File: config.mk
export PLATFORM = sky130hd
export DESIGN_NAME = adc_input_ref_select
export DESIGN_NICKNAME = d
export VERILOG_FILES = /design/src/rtl/adc_input_ref_pkg.sv /design/src/rtl/adc_input_ref_select.sv
export VERILOG_INCLUDE_DIRS = /design/src /design/src/rtl
export SDC_FILE = /design/constraint.sdc
export NUM_CORES = 1
export LEC_CHECK = 0
export ABC_AREA = 1
export ABC_CLOCK_PERIOD_IN_PS = 3500
export BUFFER_PORTS_ARGS = -buffer_cell sky130_fd_sc_hd__buf_2
export CORE_ASPECT_RATIO = 1.25
export CORE_UTILIZATION = 55
export DETAILED_ROUTE_END_ITERATION = 16
export HOLD_SLACK_MARGIN = 0.03
export PLACE_DENSITY = 0.84
export SLEW_MARGIN = 5
export SYNTH_ARGS = -nofsm -noshare
export SYNTH_HDL_FRONTEND = slang
export SYNTH_SLANG_ARGS = --single-unit
File: constraint.sdc
create_clock -name clk_sys -period 3.5 [get_ports clk_sys]
set_input_delay 0.35 -clock clk_sys [delete_from_list [all_inputs] [get_ports clk_sys]]
set_output_delay 0.35 -clock clk_sys [all_outputs]
set_load 0.02 [all_outputs]
File: src/rtl/adc_input_ref_defines.svh
`ifndef ADC_INPUT_REF_DEFINES_SVH
`define ADC_INPUT_REF_DEFINES_SVH
// =============================================
// Register addresses
`define ADDR_INPUT_CHANNEL 8'hBB
`define ADDR_TEMP_OFFSET_LOW 8'hBD
`define ADDR_TEMP_OFFSET_HIGH 8'hBE
`define ADDR_REFERENCE_CONTROL 8'hD1
// =============================================
// Reset values
`define INPUT_CHANNEL_RESET 5'h1F
`define REFERENCE_CONTROL_RESET 8'h18
// =============================================
// Field positions
`define REF_GND_BIT 5
`define REF_SRC_HI 4
`define REF_SRC_LO 3
`define SENSOR_EN_BIT 2
// =============================================
// Input select codes
`define SEL_PORT0_LAST 5'h07
`define SEL_PORT1_FIRST 5'h0C
`define SEL_PORT1_LAST 5'h0F
`define SEL_PORT2_FIRST 5'h10
`define SEL_PORT2_LAST 5'h13
`define SEL_TEMP_SENSOR 5'h1B
`define SEL_BATTERY 5'h1C
`define SEL_CORE_REG 5'h1D
`define SEL_CONV_SUPPLY 5'h1E
`define SEL_GROUND 5'h1F
`endif

File: src/rtl/adc_input_ref_pkg.sv
package adc_input_ref_pkg;
    typedef enum logic [2:0] {
        SRC_PORT0, SRC_PORT1, SRC_PORT2, SRC_SENSOR, SRC_SUPPLY, SRC_GROUND, SRC_RESERVED
    } input_class_t;
    typedef enum logic [1:0] {
        REF_PIN, REF_MAIN_SUPPLY, REF_DIGITAL_1V8, REF_FAST_1V65
    } ref_source_t;
    typedef enum logic [1:0] {
        GND_PIN, GND_ANALOG_PIN, GND_CHIP
    } ground_source_t;
    typedef struct packed {
        logic [4:0] channel;
        logic [2:0] supplyTap;
        logic [7:0] portPinOneHot;
        input_class_t inputClass;
    } input_route_t;
    typedef struct packed {
        ref_source_t refSource;
        ground_source_t groundSource;
        logic fastRefEnable;
        logic sensorEnable;
    } ref_route_t;
endpackage

File: src/rtl/adc_input_ref_select.sv
`timescale 1ns/1ps
`include "adc_input_ref_defines.svh"
// Overview of operation
// - Codes 0-7 select port 0 pins
// - Port 1/2 pin codes, 1B sensor; others reserved
// - Codes 1C-1F select supplies and ground
// - Upper bits read zero; reset selects ground
// - Disabled sensor floats, gives meaningless data
// - Ten-bit offset split over two registers
// - Low offset bits 5:0 read zero
// - Offset is per-part production value
// - Reference and ground multiplexers are provided
// - Two-bit reference source code mapping
// - Ground select picks pin or analog ground
// - Fast reference enabled only when needed
// - Sensor sampling always uses chip ground
module adc_input_ref_select
    import adc_input_ref_pkg::*;
#(
    parameter logic [9:0] TEMP_OFFSET_DEFAULT = 10'h200
) (
    // Clock and reset
    input wire logic clk_sys,
    input wire logic reset_n,
    // Special function register access
    input wire logic [7:0] sfrAddr,
    input wire logic [7:0] sfrWdata,
    input wire logic sfrWrite,
    input wire logic sfrRead,
    output logic [7:0] sfrRdata,
    // Production trim value, held stable by fuses
    input wire logic [9:0] trimOffset,
    // Converter timing
    input wire logic trackStart,
    input wire logic convActive,
    // Analog steering
    output input_route_t inputRoute,
    output ref_route_t refRoute,
    output logic sensorHighZ,
    output logic resultInvalid
);

    // =============================================
    // Decode helpers
    function automatic input_class_t classify(input logic [4:0] code);
        if (code <= `SEL_PORT0_LAST) begin
            classify = SRC_PORT0;
        end else if (code >= `SEL_PORT1_FIRST && code <= `SEL_PORT1_LAST) begin
            classify = SRC_PORT1;
        end else if (code >= `SEL_PORT2_FIRST && code <= `SEL_PORT2_LAST) begin
            classify = SRC_PORT2;
        end else if (code == `SEL_TEMP_SENSOR) begin
            classify = SRC_SENSOR;
        end else if (code == `SEL_GROUND) begin
            classify = SRC_GROUND;
        end else if (code >= `SEL_BATTERY) begin
            classify = SRC_SUPPLY;
        end else begin
            classify = SRC_RESERVED;
        end
    endfunction

    function automatic logic [7:0] pinOneHot(input logic [4:0] code);
        logic [7:0] v;
        v = 8'h00;
        unique case (classify(code))
            SRC_PORT0: v = 8'h01 << code[2:0];
            SRC_PORT1: v = 8'h10 << code[1:0];
            SRC_PORT2: v = 8'h01 << code[1:0];
            default: v = 8'h00;
        endcase
        pinOneHot = v;
    endfunction

    // =============================================
    // Registers
    logic [4:0] channelSel_r;
    logic [4:0] activeSel_r;
    logic [9:0] tempOffset_r;
    logic offsetLoaded_r;
    logic ground_reference_select_r;
    logic [1:0] refSrc_r;
    logic sensorEn_r;

    // Reset image of the reference control register, so fields can be picked out
    localparam logic [7:0] REF_CTL_RESET = `REFERENCE_CONTROL_RESET;

    always_ff @(posedge clk_sys or negedge reset_n) begin
        if (!reset_n) begin
            channelSel_r <= `INPUT_CHANNEL_RESET;
        end else if (sfrWrite && sfrAddr == `ADDR_INPUT_CHANNEL) begin
            channelSel_r <= sfrWdata[4:0];
        end
    end

    always_ff @(posedge clk_sys or negedge reset_n) begin
        if (!reset_n) begin
            ground_reference_select_r <= REF_CTL_RESET[`REF_GND_BIT];
            refSrc_r <= REF_CTL_RESET[`REF_SRC_HI:`REF_SRC_LO];
            sensorEn_r <= REF_CTL_RESET[`SENSOR_EN_BIT];
        end else if (sfrWrite && sfrAddr == `ADDR_REFERENCE_CONTROL) begin
            ground_reference_select_r <= sfrWdata[`REF_GND_BIT];
            refSrc_r <= sfrWdata[`REF_SRC_HI:`REF_SRC_LO];
            sensorEn_r <= sfrWdata[`SENSOR_EN_BIT];
        end
    end

    // Trim captured after reset release; writes never reach it
    always_ff @(posedge clk_sys or negedge reset_n) begin
        if (!reset_n) begin
            tempOffset_r <= TEMP_OFFSET_DEFAULT;
            offsetLoaded_r <= 1'b0;
        end else if (!offsetLoaded_r) begin
            tempOffset_r <= trimOffset;
            offsetLoaded_r <= 1'b1;
        end
    end

    // =============================================
    // Input latched at start of tracking, held through conversion
    always_ff @(posedge clk_sys or negedge reset_n) begin
        if (!reset_n) begin
            activeSel_r <= `INPUT_CHANNEL_RESET;
        end else if (trackStart && !convActive) begin
            activeSel_r <= channelSel_r;
        end
    end

    // =============================================
    // Read data
    always_ff @(posedge clk_sys or negedge reset_n) begin
        if (!reset_n) begin
            sfrRdata <= 8'h00;
        end else if (sfrRead) begin
            unique case (sfrAddr)
                `ADDR_INPUT_CHANNEL: sfrRdata <= {3'b000, channelSel_r};
                `ADDR_TEMP_OFFSET_HIGH: sfrRdata <= tempOffset_r[9:2];
                `ADDR_TEMP_OFFSET_LOW: sfrRdata <= {tempOffset_r[1:0], 6'b00_0000};
                `ADDR_REFERENCE_CONTROL: sfrRdata <= {2'b00, ground_reference_select_r, refSrc_r, sensorEn_r, 2'b00};
                default: sfrRdata <= 8'h00;
            endcase
        end
    end

    // =============================================
    // Analog steering
    input_class_t activeClass;
    assign activeClass = classify(activeSel_r);

    always_ff @(posedge clk_sys or negedge reset_n) begin
        if (!reset_n) begin
            inputRoute <= '{channel: `SEL_GROUND, supplyTap: 3'b000, portPinOneHot: 8'h00, inputClass: SRC_GROUND};
        end else begin
            inputRoute.channel <= activeSel_r;
            inputRoute.inputClass <= activeClass;
            inputRoute.portPinOneHot <= pinOneHot(activeSel_r);
            inputRoute.supplyTap <= (activeClass == SRC_SUPPLY) ?
                (3'b001 << activeSel_r[1:0]) : 3'b000;
        end
    end

    always_ff @(posedge clk_sys or negedge reset_n) begin
        if (!reset_n) begin
            refRoute <= '{refSource: REF_DIGITAL_1V8, groundSource: GND_PIN, fastRefEnable: 1'b0, sensorEnable: 1'b0};
            sensorHighZ <= 1'b1;
            resultInvalid <= 1'b0;
        end else begin
            refRoute.refSource <= ref_source_t'(refSrc_r);
            if (activeClass == SRC_SENSOR) begin
                refRoute.groundSource <= GND_CHIP;
            end else begin
                refRoute.groundSource <= ground_reference_select_r ? GND_ANALOG_PIN : GND_PIN;
            end
            refRoute.fastRefEnable <= (refSrc_r == 2'b11) && (trackStart || convActive);
            refRoute.sensorEnable <= sensorEn_r;
            sensorHighZ <= !sensorEn_r;
            resultInvalid <= (activeClass == SRC_RESERVED) ||
                (activeClass == SRC_SENSOR && !sensorEn_r);
        end
    end
endmodule

==> metrics.txt, run 1 <==
Critical Path RT=3.15 ns; CTS resizes=0; clk root buf=clkbuf_8; Hold WS=0.0995 ns; Max Cap Viol=0; fin. max-slew vios=0; Hold Fails Final Rpt=0; DRC Markers=0; Ports=67; grt total ovfl=0; synth warn=0; CP endpoint kind=primary output; WL final=4.28 mm; Final Critical Period=1.35 ns; critical path, cell by cell=buf_2; signal arrival time at the worst endpoint=1.00 ns; max_slew headroom=48.0%; worst-case clock skew=0.00393 ns; Setup CP Type=reg2out; Filler cells=323; die area=4610 um^2; Antenna Violating Nets Remaining=0; placed cell area=2760 um^2; number of placement rows=26; Num CTS Buffers=9; Total GRT Usage=23.3%; sequential share of the synthesized area=64.1%; share of layout cells above drive strength 1=40.2%; first-pass GRT wire length=7.42 mm; Pwr per Cell Area=543 nW/um^2; area of the mapped netlist=2390 um^2; Worst setup SP type=register; die width=60.9 um; initial antenna violation count=0; CTS tree=yes; PortBufs=64; Synth Register Bits=60; number of enable flip-flop cells after synthesis=0; Design Area, Final=2970 um^2; largest net degree at the start of global routing=39; CP bufs+invs=1; TritonCTS Sinks=60; top_reg_cell synth=dfrtp_1; top achievable clock speed=0.740 GHz; Worst R2R Setup Slack=2.23 ns; count leader, synth=nand2_1; Worst Tran Pin Value=0.781 ns; unrepaired setup endpoints after global routing=no; Post-Syn Instances=233; Leak Pwr=1.59 nW; top cells by count, synth=nand2_1 (61), dfrtp_1 (38), inv_1 (27); Clk Latency, worst-skew pair=0.33 ns; utilization after layout=71.8%; max incr delay on CP=0.52 ns; Final Net Count=338; Hold Crit Class=in2async; Post-CTS Hold Fix Bufs=0; Core ar.=4130 um^2; via count=1,736; Synth area leader=dfrtp_1; drt pass-1 iters=4; starting density of the core=57.8%; Synth cell types=21; die height=75.6 um; htree depth=3; CP max stage cell=dfstp_2; Clock Path Buffers=2; ranking of synthesized cells by area=dfrtp_1 (40%), dfstp_2 (24%), nand2_1 (9.6%); setup TNS=0 ns; worst reg2reg path startpoint=activeSel_r[3]; vias in the first global route=1,727; P&R area growth vs syn=24.3%; syn nets=265; Final Wtd Congestion=0.759; WL per Instance=11.7 um; Setup Fix Bufs, Post-CTS=0; diodes inserted=0; r2r endpoint=resultInvalid; status=finished clean; Max VDD drop=0.000493 V; worst-path maximum fanout=1; Tot Pwr=1.61 mW; top cell type's share of synthesized area=39.9%; Largest delay share family, worst path=flip-flops; Avg Synthesized Cell Area=10.2 um^2; DPL Wire Length=3.10 mm; final setup fails=0; R2R depth=7; Async SR Flop Fraction=100%; vias per std cell=4.73; Tcrit/Tclk final=38.6%; CTS clk-pin slew, worst paths=0.06 ns; initial DRC count=63
==> stage by stage <==
step	worst slack [ns]	instances
final	2.15	367
after global routing	2.10	367
after CTS	2.13	367
after detailed placement	2.10	351
after global placement	2.14	351
after floorplan	2.35	233
==> registers in the layout, summed over array words and instances, names as in the netlist <==
register / cells
activeSel_r: 5
channelSel_r: 5
ground_reference_select_r: 1
inputRoute: 19
offsetLoaded_r: 1
refRoute: 6
refSrc_r: 2
resultInvalid: 1
sensorEn_r: 1
sensorHighZ: 1
sfrRdata: 8
tempOffset_r: 10
==> where the power goes <==
part / switching (mW) / total [mW] / internal [mW]
registers: 0.0319 / 0.803 / 0.772
logic: 0.121 / 0.186 / 0.0649
clock network: 0.256 / 0.621 / 0.365
==> routing by layer <==
layer	up-vias	GRT usage (%)	share of wire, %
met3	10	5.43	4.6
li1	875	-	-
met4	0	16.2	2.3
met5	-	0	0
met2	50	40.4	55
met1	801	24.9	38
==> worst register-to-register path: cells and delay by family (launching register included) <==
kind                   cells  cell delay (ns)
flip-flops                 1             0.58
AND/OR/NAND/NOR            6             0.52
buffers and inverters      1             0.07
==> cell families (layout without fill, tap and decap cells) <==
logic type	count (synthesis)	count (layout)	share of synthesized area, %
AND/OR/NAND/NOR	113	113	22.5
buffers and inverters	31	109	5.30
flip-flops	60	60	64.1
other	1	1	0.157
AO/OA/AOI/OAI	20	20	4.19
multiplexers	8	8	3.78
==> cells in the final DEF (no fill, tap or decap), types with 6 or more instances in the layout <==
master    instances
nor2_4            6
o21ai_0          16
clkbuf_8         11
inv_1            27
dfrtp_1          38
dfstp_2          22
buf_2            64
nand2_1          61
mux2_2            8
nand3_1          19
nor2_1           16
==> layout make-up <==
type | instances | area (um^2) | area share (%)
Tap cell | 56 | 70.1 | 2.36
Sequential cell | 60 | 1530 | 51.6
Clock inverter | 4 | 47.5 | 1.60
Timing Repair Buffer | 65 | 328 | 11.1
Multi-Input combinational cell | 142 | 731 | 24.6
Clock buffer | 12 | 155 | 5.23
Inverter | 28 | 105 | 3.54
==> worst max path at each step <==
stage | startpoint | endpoint | slack [ns] | cells after the start
6_report | inputRoute[15] | inputRoute[15] | 2.15 | 1
5_1_grt | activeSel_r[3] | resultInvalid | 2.10 | 7
4_1_cts | inputRoute[15] | inputRoute[15] | 2.13 | 1
3_5_place_dp | sfrAddr[6] | channelSel_r[2] | 2.10 | 8
3_3_place_gp | sfrAddr[7] | channelSel_r[3] | 2.14 | 7
2_1_floorplan | activeSel_r[3] | resultInvalid | 2.35 | 7
No activity file was read; power rests on OpenSTA's default activity.
==> run 2: changes to the inputs <==
Settings changed: ABC_CLOCK_PERIOD_IN_PS 3500 to 1300, CORE_UTILIZATION 55 to 51, PLACE_DENSITY 0.84 to 0.78.
Clock period 3.5 ns to 1.3 ns, I/O delays scaled along.
==> metrics.txt, run 2 (same netlist as run 1, synthesis figures left out) <==
utilization after layout=70.4% (-1.3 points); clk root buf=clkbuf_8; DRC Markers=0 (unchanged); htree depth=3 (unchanged); first-pass GRT wire length=7.88 mm (+6.2%); critical path, cell by cell=nand2_1, inv_2, nand3_4, nor2_4, buf_4, nor2_1; Ports=67 (unchanged); number of placement rows=27 (+3.8%); final setup fails=0 (unchanged); Leak Pwr=1.67 nW (+4.9%); die width=63.2 um (+3.7%); unrepaired setup endpoints after global routing=no; Max Cap Viol=0 (unchanged); largest net degree at the start of global routing=23 (-41%); Antenna Violating Nets Remaining=0 (unchanged); CTS clk-pin slew, worst paths=0.07 ns (about the same); Core ar.=4460 um^2 (+7.9%); DPL Wire Length=3.36 mm (+8.6%); Clock Path Buffers=2 (unchanged); Reg with most FFs=inputRoute; initial DRC count=118 (+87%); Max VDD drop=0.000798 V (+62%); Largest delay share family, worst path=flip-flops; CTS tree=yes; vias in the first global route=1,765 (+2.2%); WL final=4.73 mm (+11%); top achievable clock speed=0.809 GHz; Filler cells=380 (+18%); share of layout cells above drive strength 1=40.5% (+0.35 points); Tcrit/Tclk final=95.1%; die area=4960 um^2 (+7.6%); P&R area growth vs syn=31.6%; max incr delay on CP=0.57 ns (+0.05 ns); met2 GRT Util=38.1% (-2.4 points); Setup CP Type=reg2reg; grt total ovfl=0 (unchanged); setup TNS=0 ns (unchanged); initial antenna violation count=0 (unchanged); fin. max-slew vios=0 (unchanged); CP bufs+invs=2 (+1); # placed instances=357 (+1.7%); Final Wtd Congestion=0.759 (about the same); diodes inserted=0 (unchanged); Worst setup SP type=register; WL per Instance=12.1 um (+3.9%); Final Critical Period=1.24 ns; Top Registers=inputRoute: 19 flops, tempOffset_r: 10 flops, sfrRdata: 8 flops; TritonCTS Sinks=60 (unchanged); grt met1 use=24.1% (-0.84 points); vias per std cell=4.68 (-1.0%); signal arrival time at the worst endpoint=1.47 ns (+0.47 ns); CP endpoint kind=register; register area=1530 um^2 (unchanged); most frequent cells in the layout=buf_2 (64), nand2_1 (61), dfrtp_1 (38); via count=1,831 (+5.5%); Critical Path RT=1.54 ns (-1.61 ns); Pwr per Cell Area=1330 nW/um^2 (+140%); area occupied by multi-input gates=738 um^2 (+1.0%); max reg flops=19 (unchanged); status=finished clean; Clk Latency, worst-skew pair=0.34 ns (about the same); met3 Use GR=6.69% (+1.3 points); Hold Fails Final Rpt=0 (unchanged); PortBufs=64 (unchanged); commonest non-fill, non-tap cell in the layout=buf_2; Hold Crit Class=in2reg; worst-case clock skew=0.00384 ns (-0.0000908 ns); Total GRT Usage=22.1% (-1.2 points); GR peak layer=met2; Num CTS Buffers=9 (unchanged); worst-path maximum fanout=5 (+4); die height=78.5 um (+3.7%); Finished Layout Cells=391 (+6.5%); CP max stage cell=dfstp_2; Final Net Count=360 (+6.5%); starting density of the core=53.5% (-4.2 points); drt pass-1 iters=6 (+2)
[run 2: per-layer routing]
layer  wire length, um  up-vias
met5                 0        -
met4               104        0
met3               207        8
met2              2600       55
met1              1820      843
li1                  -      925
[run 2: stage by stage]
stage / instance area (um^2) / total power, mW / hold slack, ns / worst slack [ns]
after floorplan: 2390 / 2.49 / -0.166 / 0.145
after detailed placement: 2800 / 2.72 / -0.0528 / 0.0258
after global routing: 3140 / 4.38 / 0.0423 / 0.00288
after CTS: 3100 / 4.17 / 0.0340 / 0.0166
final: 3140 / 4.17 / 0.0383 / 0.0636
after global placement: 2800 / 2.70 / -0.0548 / 0.0821
[run 2: what timing repair did]
item | 4_1_cts | 5_1_grt
hold buffers | 14 | 0
endpoints found under the setup margin | 0 | 1
resized for setup | 0 | 2
buffers inserted | 0 | 4
endpoints found under the hold margin | 51 | 0
[run 2: cell type report]
class | count | area share [%]
clock buffers | 9 | 3.94
clock inverters | 7 | 1.39
inverters | 28 | 3.35
multi-input cells | 142 | 23.5
flip-flops and latches | 60 | 48.7
well taps | 58 | 2.31
repair buffers | 87 | 16.8
[run 2: path summary, 6_finish.rpt]
kind	from	to	slack (ns)	depth (start not counted)
hold / removal	sfrWdata[3]	refSrc_r[0]	0.04	3
max in group asynchronous	reset_n	tempOffset_r[9]	0.65	3
setup reg to reg	activeSel_r[3]	refRoute[2]	0.06	6
setup / recovery	activeSel_r[3]	refRoute[2]	0.06	6
min in group asynchronous	reset_n	resultInvalid	0.12	2
hold reg to reg	refSrc_r[1]	refRoute[5]	0.38	0
[run 2: worst register-to-register path: stages (launching register included)]
cell	delay (ns)
dfstp_2	0.57
nand2_1	0.07
inv_2	0.08
nand3_4	0.08
nor2_4	0.16
buf_4	0.13
nor2_1	0.03
[run 2: report_power, final]
| group | total (mW) | switching (mW) | internal, mW |
|---|---|---|---|
| clock network | 1.43 | 0.751 | 0.678 |
| registers | 2.16 | 0.0839 | 2.08 |
| logic | 0.584 | 0.352 | 0.232 |
| total | 4.17 | 1.19 | 2.99 |
==> run 3: changes to the inputs <==
Settings changed: ABC_AREA 1 to unset, PLACE_DENSITY 0.78 to 0.79.
==> metrics.txt, run 3 <==
area of the mapped netlist=2310 um^2 (-3.3%); Num CTS Buffers=9 (unchanged); initial DRC count=46 (-61%); Avg Synthesized Cell Area=13.7 um^2 (+34%); switching share of power=23.8% (-4.7 points); Final WS setup=0.0212 ns (-0.0424 ns); Top Registers=inputRoute: 19 flops, tempOffset_r: 10 flops, sfrRdata: 8 flops; DPL Wire Length=3.12 mm (-7.1%); Max VDD drop=0.000865 V (+8.4%); register area=1530 um^2 (unchanged); synth warn=0 (unchanged); drt pass-1 iters=4 (-2); Synth area leader=dfrtp_1; ranking of synthesized cells by area=dfrtp_1 (41%), dfstp_2 (25%), mux2_2 (9.3%); Synth cell types=29 (+38%); via count=1,652 (-9.8%); DRC Markers=0 (unchanged); top cell type's share of synthesized area=41.2% (+1.3 points); Final Wtd Congestion=0.776 (+2.3%); htree depth=3 (unchanged); met3 Use GR=4.76% (-1.9 points); CP endpoint kind=register; Max Cap Viol=0 (unchanged); die width=62.2 um (-1.6%); Final Net Count=292 (-19%); CTS clk-pin slew, worst paths=0.06 ns (about the same); Hold Crit Class=in2reg; r2r endpoint=resultInvalid; share of layout cells above drive strength 1=53.4% (+13 points); worst reg2reg path startpoint=activeSel_r[4]; worst-path maximum fanout=4 (-1); number of enable flip-flop cells after synthesis=0 (unchanged); Async SR Flop Fraction=100% (unchanged); signal arrival time at the worst endpoint=1.49 ns (+0.02 ns); clk root buf=clkbuf_8; vias per std cell=5.13 (+9.6%); grt met1 use=22.6% (-1.5 points); first-pass GRT wire length=7.49 mm (-5.0%); Antenna Violating Nets Remaining=0 (unchanged); WL final=4.53 mm (-4.3%); top achievable clock speed=0.782 GHz (-3.3%); CTS tree=yes; Ports=67 (unchanged); syn nets=200 (-25%); R2R depth=4 (-2); Critical Path RT=1.51 ns (-0.03 ns); P&R area growth vs syn=32.2%; Pwr per Cell Area=1250 nW/um^2 (-6.2%); max reg flops=19 (unchanged); sequential share of the synthesized area=66.2% (+2.2 points); WL per Instance=14.1 um (+16%); crit path from=activeSel_r[4]; PortBufs=64 (unchanged); NetSw=0.903 mW (-24%); Tcrit/Tclk final=98.4% (+3.3 points); met2 GRT Util=36.6% (-1.5 points); Post-Syn Instances=168 (-28%); Reg with most FFs=inputRoute; Worst setup endpoint=resultInvalid; Synth Register Bits=60 (unchanged); Hold Fails Final Rpt=0 (unchanged); Total GRT Usage=20.6% (-1.5 points); sequential share of power=53.9% (+2.1 points); count leader, synth=dfrtp_1; grt total ovfl=0 (unchanged); top cells by count, synth=dfrtp_1 (38), dfstp_2 (22), mux2_2 (19); Clk Latency, worst-skew pair=0.33 ns (about the same); Filler cells=315 (-17%); most frequent cells in the layout=buf_2 (64), dfrtp_1 (38), dfstp_2 (22); Worst R2R Setup Slack=0.02 ns (-0.04 ns); Clock Path Buffers=2 (unchanged); area occupied by multi-input gates=737 um^2 (-0.17%); diodes inserted=0 (unchanged); TritonCTS Sinks=60 (unchanged); number of placement rows=27 (unchanged); Tot Pwr=3.80 mW (-8.9%); final setup fails=0 (unchanged); die area=4800 um^2 (-3.2%); Setup WS pre-CTS=0.0110 ns (-0.0148 ns); commonest non-fill, non-tap cell in the layout=buf_2; internal power=2.90 mW (-2.9%); starting density of the core=53.0% (-0.54 points); Setup CP Type=reg2reg; die height=77.2 um (-1.6%); GR peak layer=met2; combinational share of power=10.3% (-3.7 points); Final Critical Period=1.28 ns (+0.0424 ns); clock share of power=35.9% (+1.7 points); Core ar.=4360 um^2 (-2.3%); largest net degree at the start of global routing=61 (+170%); fin. max-slew vios=0 (unchanged); status=finished clean; initial antenna violation count=0 (unchanged); top_reg_cell synth=dfrtp_1; Hold WS=0.0377 ns (-0.000637 ns); Worst setup SP type=register; worst-case clock skew=0.00607 ns (+0.00223 ns); Leak Pwr=1.51 nW (-9.6%); setup TNS=0 ns (unchanged); vias in the first global route=1,683 (-4.6%)
==> run 3: changes by cell type after synthesis, sizes merged, moves of 5 or more <==
cell and change:
nor3 +5, o22ai +6, nand2 -58, nand3 -16, clkbuf +5, a22oi +9
nor2 -17, nor2b +6, mux2 +15, o21ai -14, inv -19
==> run 3: per-stage QoR <==
step           std cells  util (%)  area [um^2]
3_3_place_gp         297      64.0         2790
6_report             322      70.1         3050
5_1_grt              322      70.1         3050
3_5_place_dp         297      64.0         2790
4_1_cts              320      69.5         3030
2_1_floorplan        168         -         2320
==> run 3: metal layers <==
| layer | part of all wire [%] | routed length (um) |
|---|---|---|
| met5 | 0 | 0 |
| met4 | 1.8 | 82 |
| met3 | 5.8 | 264 |
| met2 | 54 | 2430 |
| met1 | 39 | 1750 |
==> run 3: worst max-delay path, stage by stage, from the launching register on <==
cell and delay (ns):
dfstp_2 0.56, nand3_1 0.12, nor2_2 0.15, a21oi_1 0.08, a32o_1 0.25
==> run 3: worst min-delay path by stage <==
stage / start / end / slack (ns) / cells past startpoint
after floorplan: reset_n / ground_reference_select_r / -0.17 / 0
after global placement: reset_n / refRoute[4] / 0.15 / 2
after detailed placement: reset_n / inputRoute[13] / 0.15 / 2
after CTS: trimOffset[8] / tempOffset_r[8] / 0.03 / 2
after global routing: trimOffset[8] / tempOffset_r[8] / 0.03 / 2
final: trimOffset[8] / tempOffset_r[8] / 0.04 / 2
==> run 3: what timing repair did <==
item,4_1_cts,5_1_grt
hold endpoints to repair,45,1
buffers inserted,0,1
pin swaps,0,1
gates resized for setup,1,1
hold buffers,8,1
endpoints found under the setup margin,1,1
==> run 3: cell families (layout without fill, tap and decap cells) <==
logic type	Yosys count	in the layout	synth area share, %
AND/OR/NAND/NOR	41	41	10.8
other	1	1	0.162
multiplexers	23	23	11.9
XOR/XNOR	1	1	0.379
AO/OA/AOI/OAI	28	28	8.29
flip-flops	60	60	66.2
buffers and inverters	14	110	2.28
==> run 3: final cells by class <==
type	count	share of cell area, %
Tap cell	58	2.38
Inverter	9	1.11
Clock buffer	12	4.75
Timing Repair Buffer	86	17.0
Clock inverter	3	0.492
Multi-Input combinational cell	94	24.1
Sequential cell	60	50.1
==> run 3: power groups by stage <==
stage	clock network (mW)	registers [mW]	logic, mW
global placement	0	2.07	0.359
finish	1.36	2.05	0.391
global route	1.50	2.06	0.426
detailed placement	0	2.08	0.367
floorplan	0	2.12	0.138
CTS	1.39	2.05	0.387
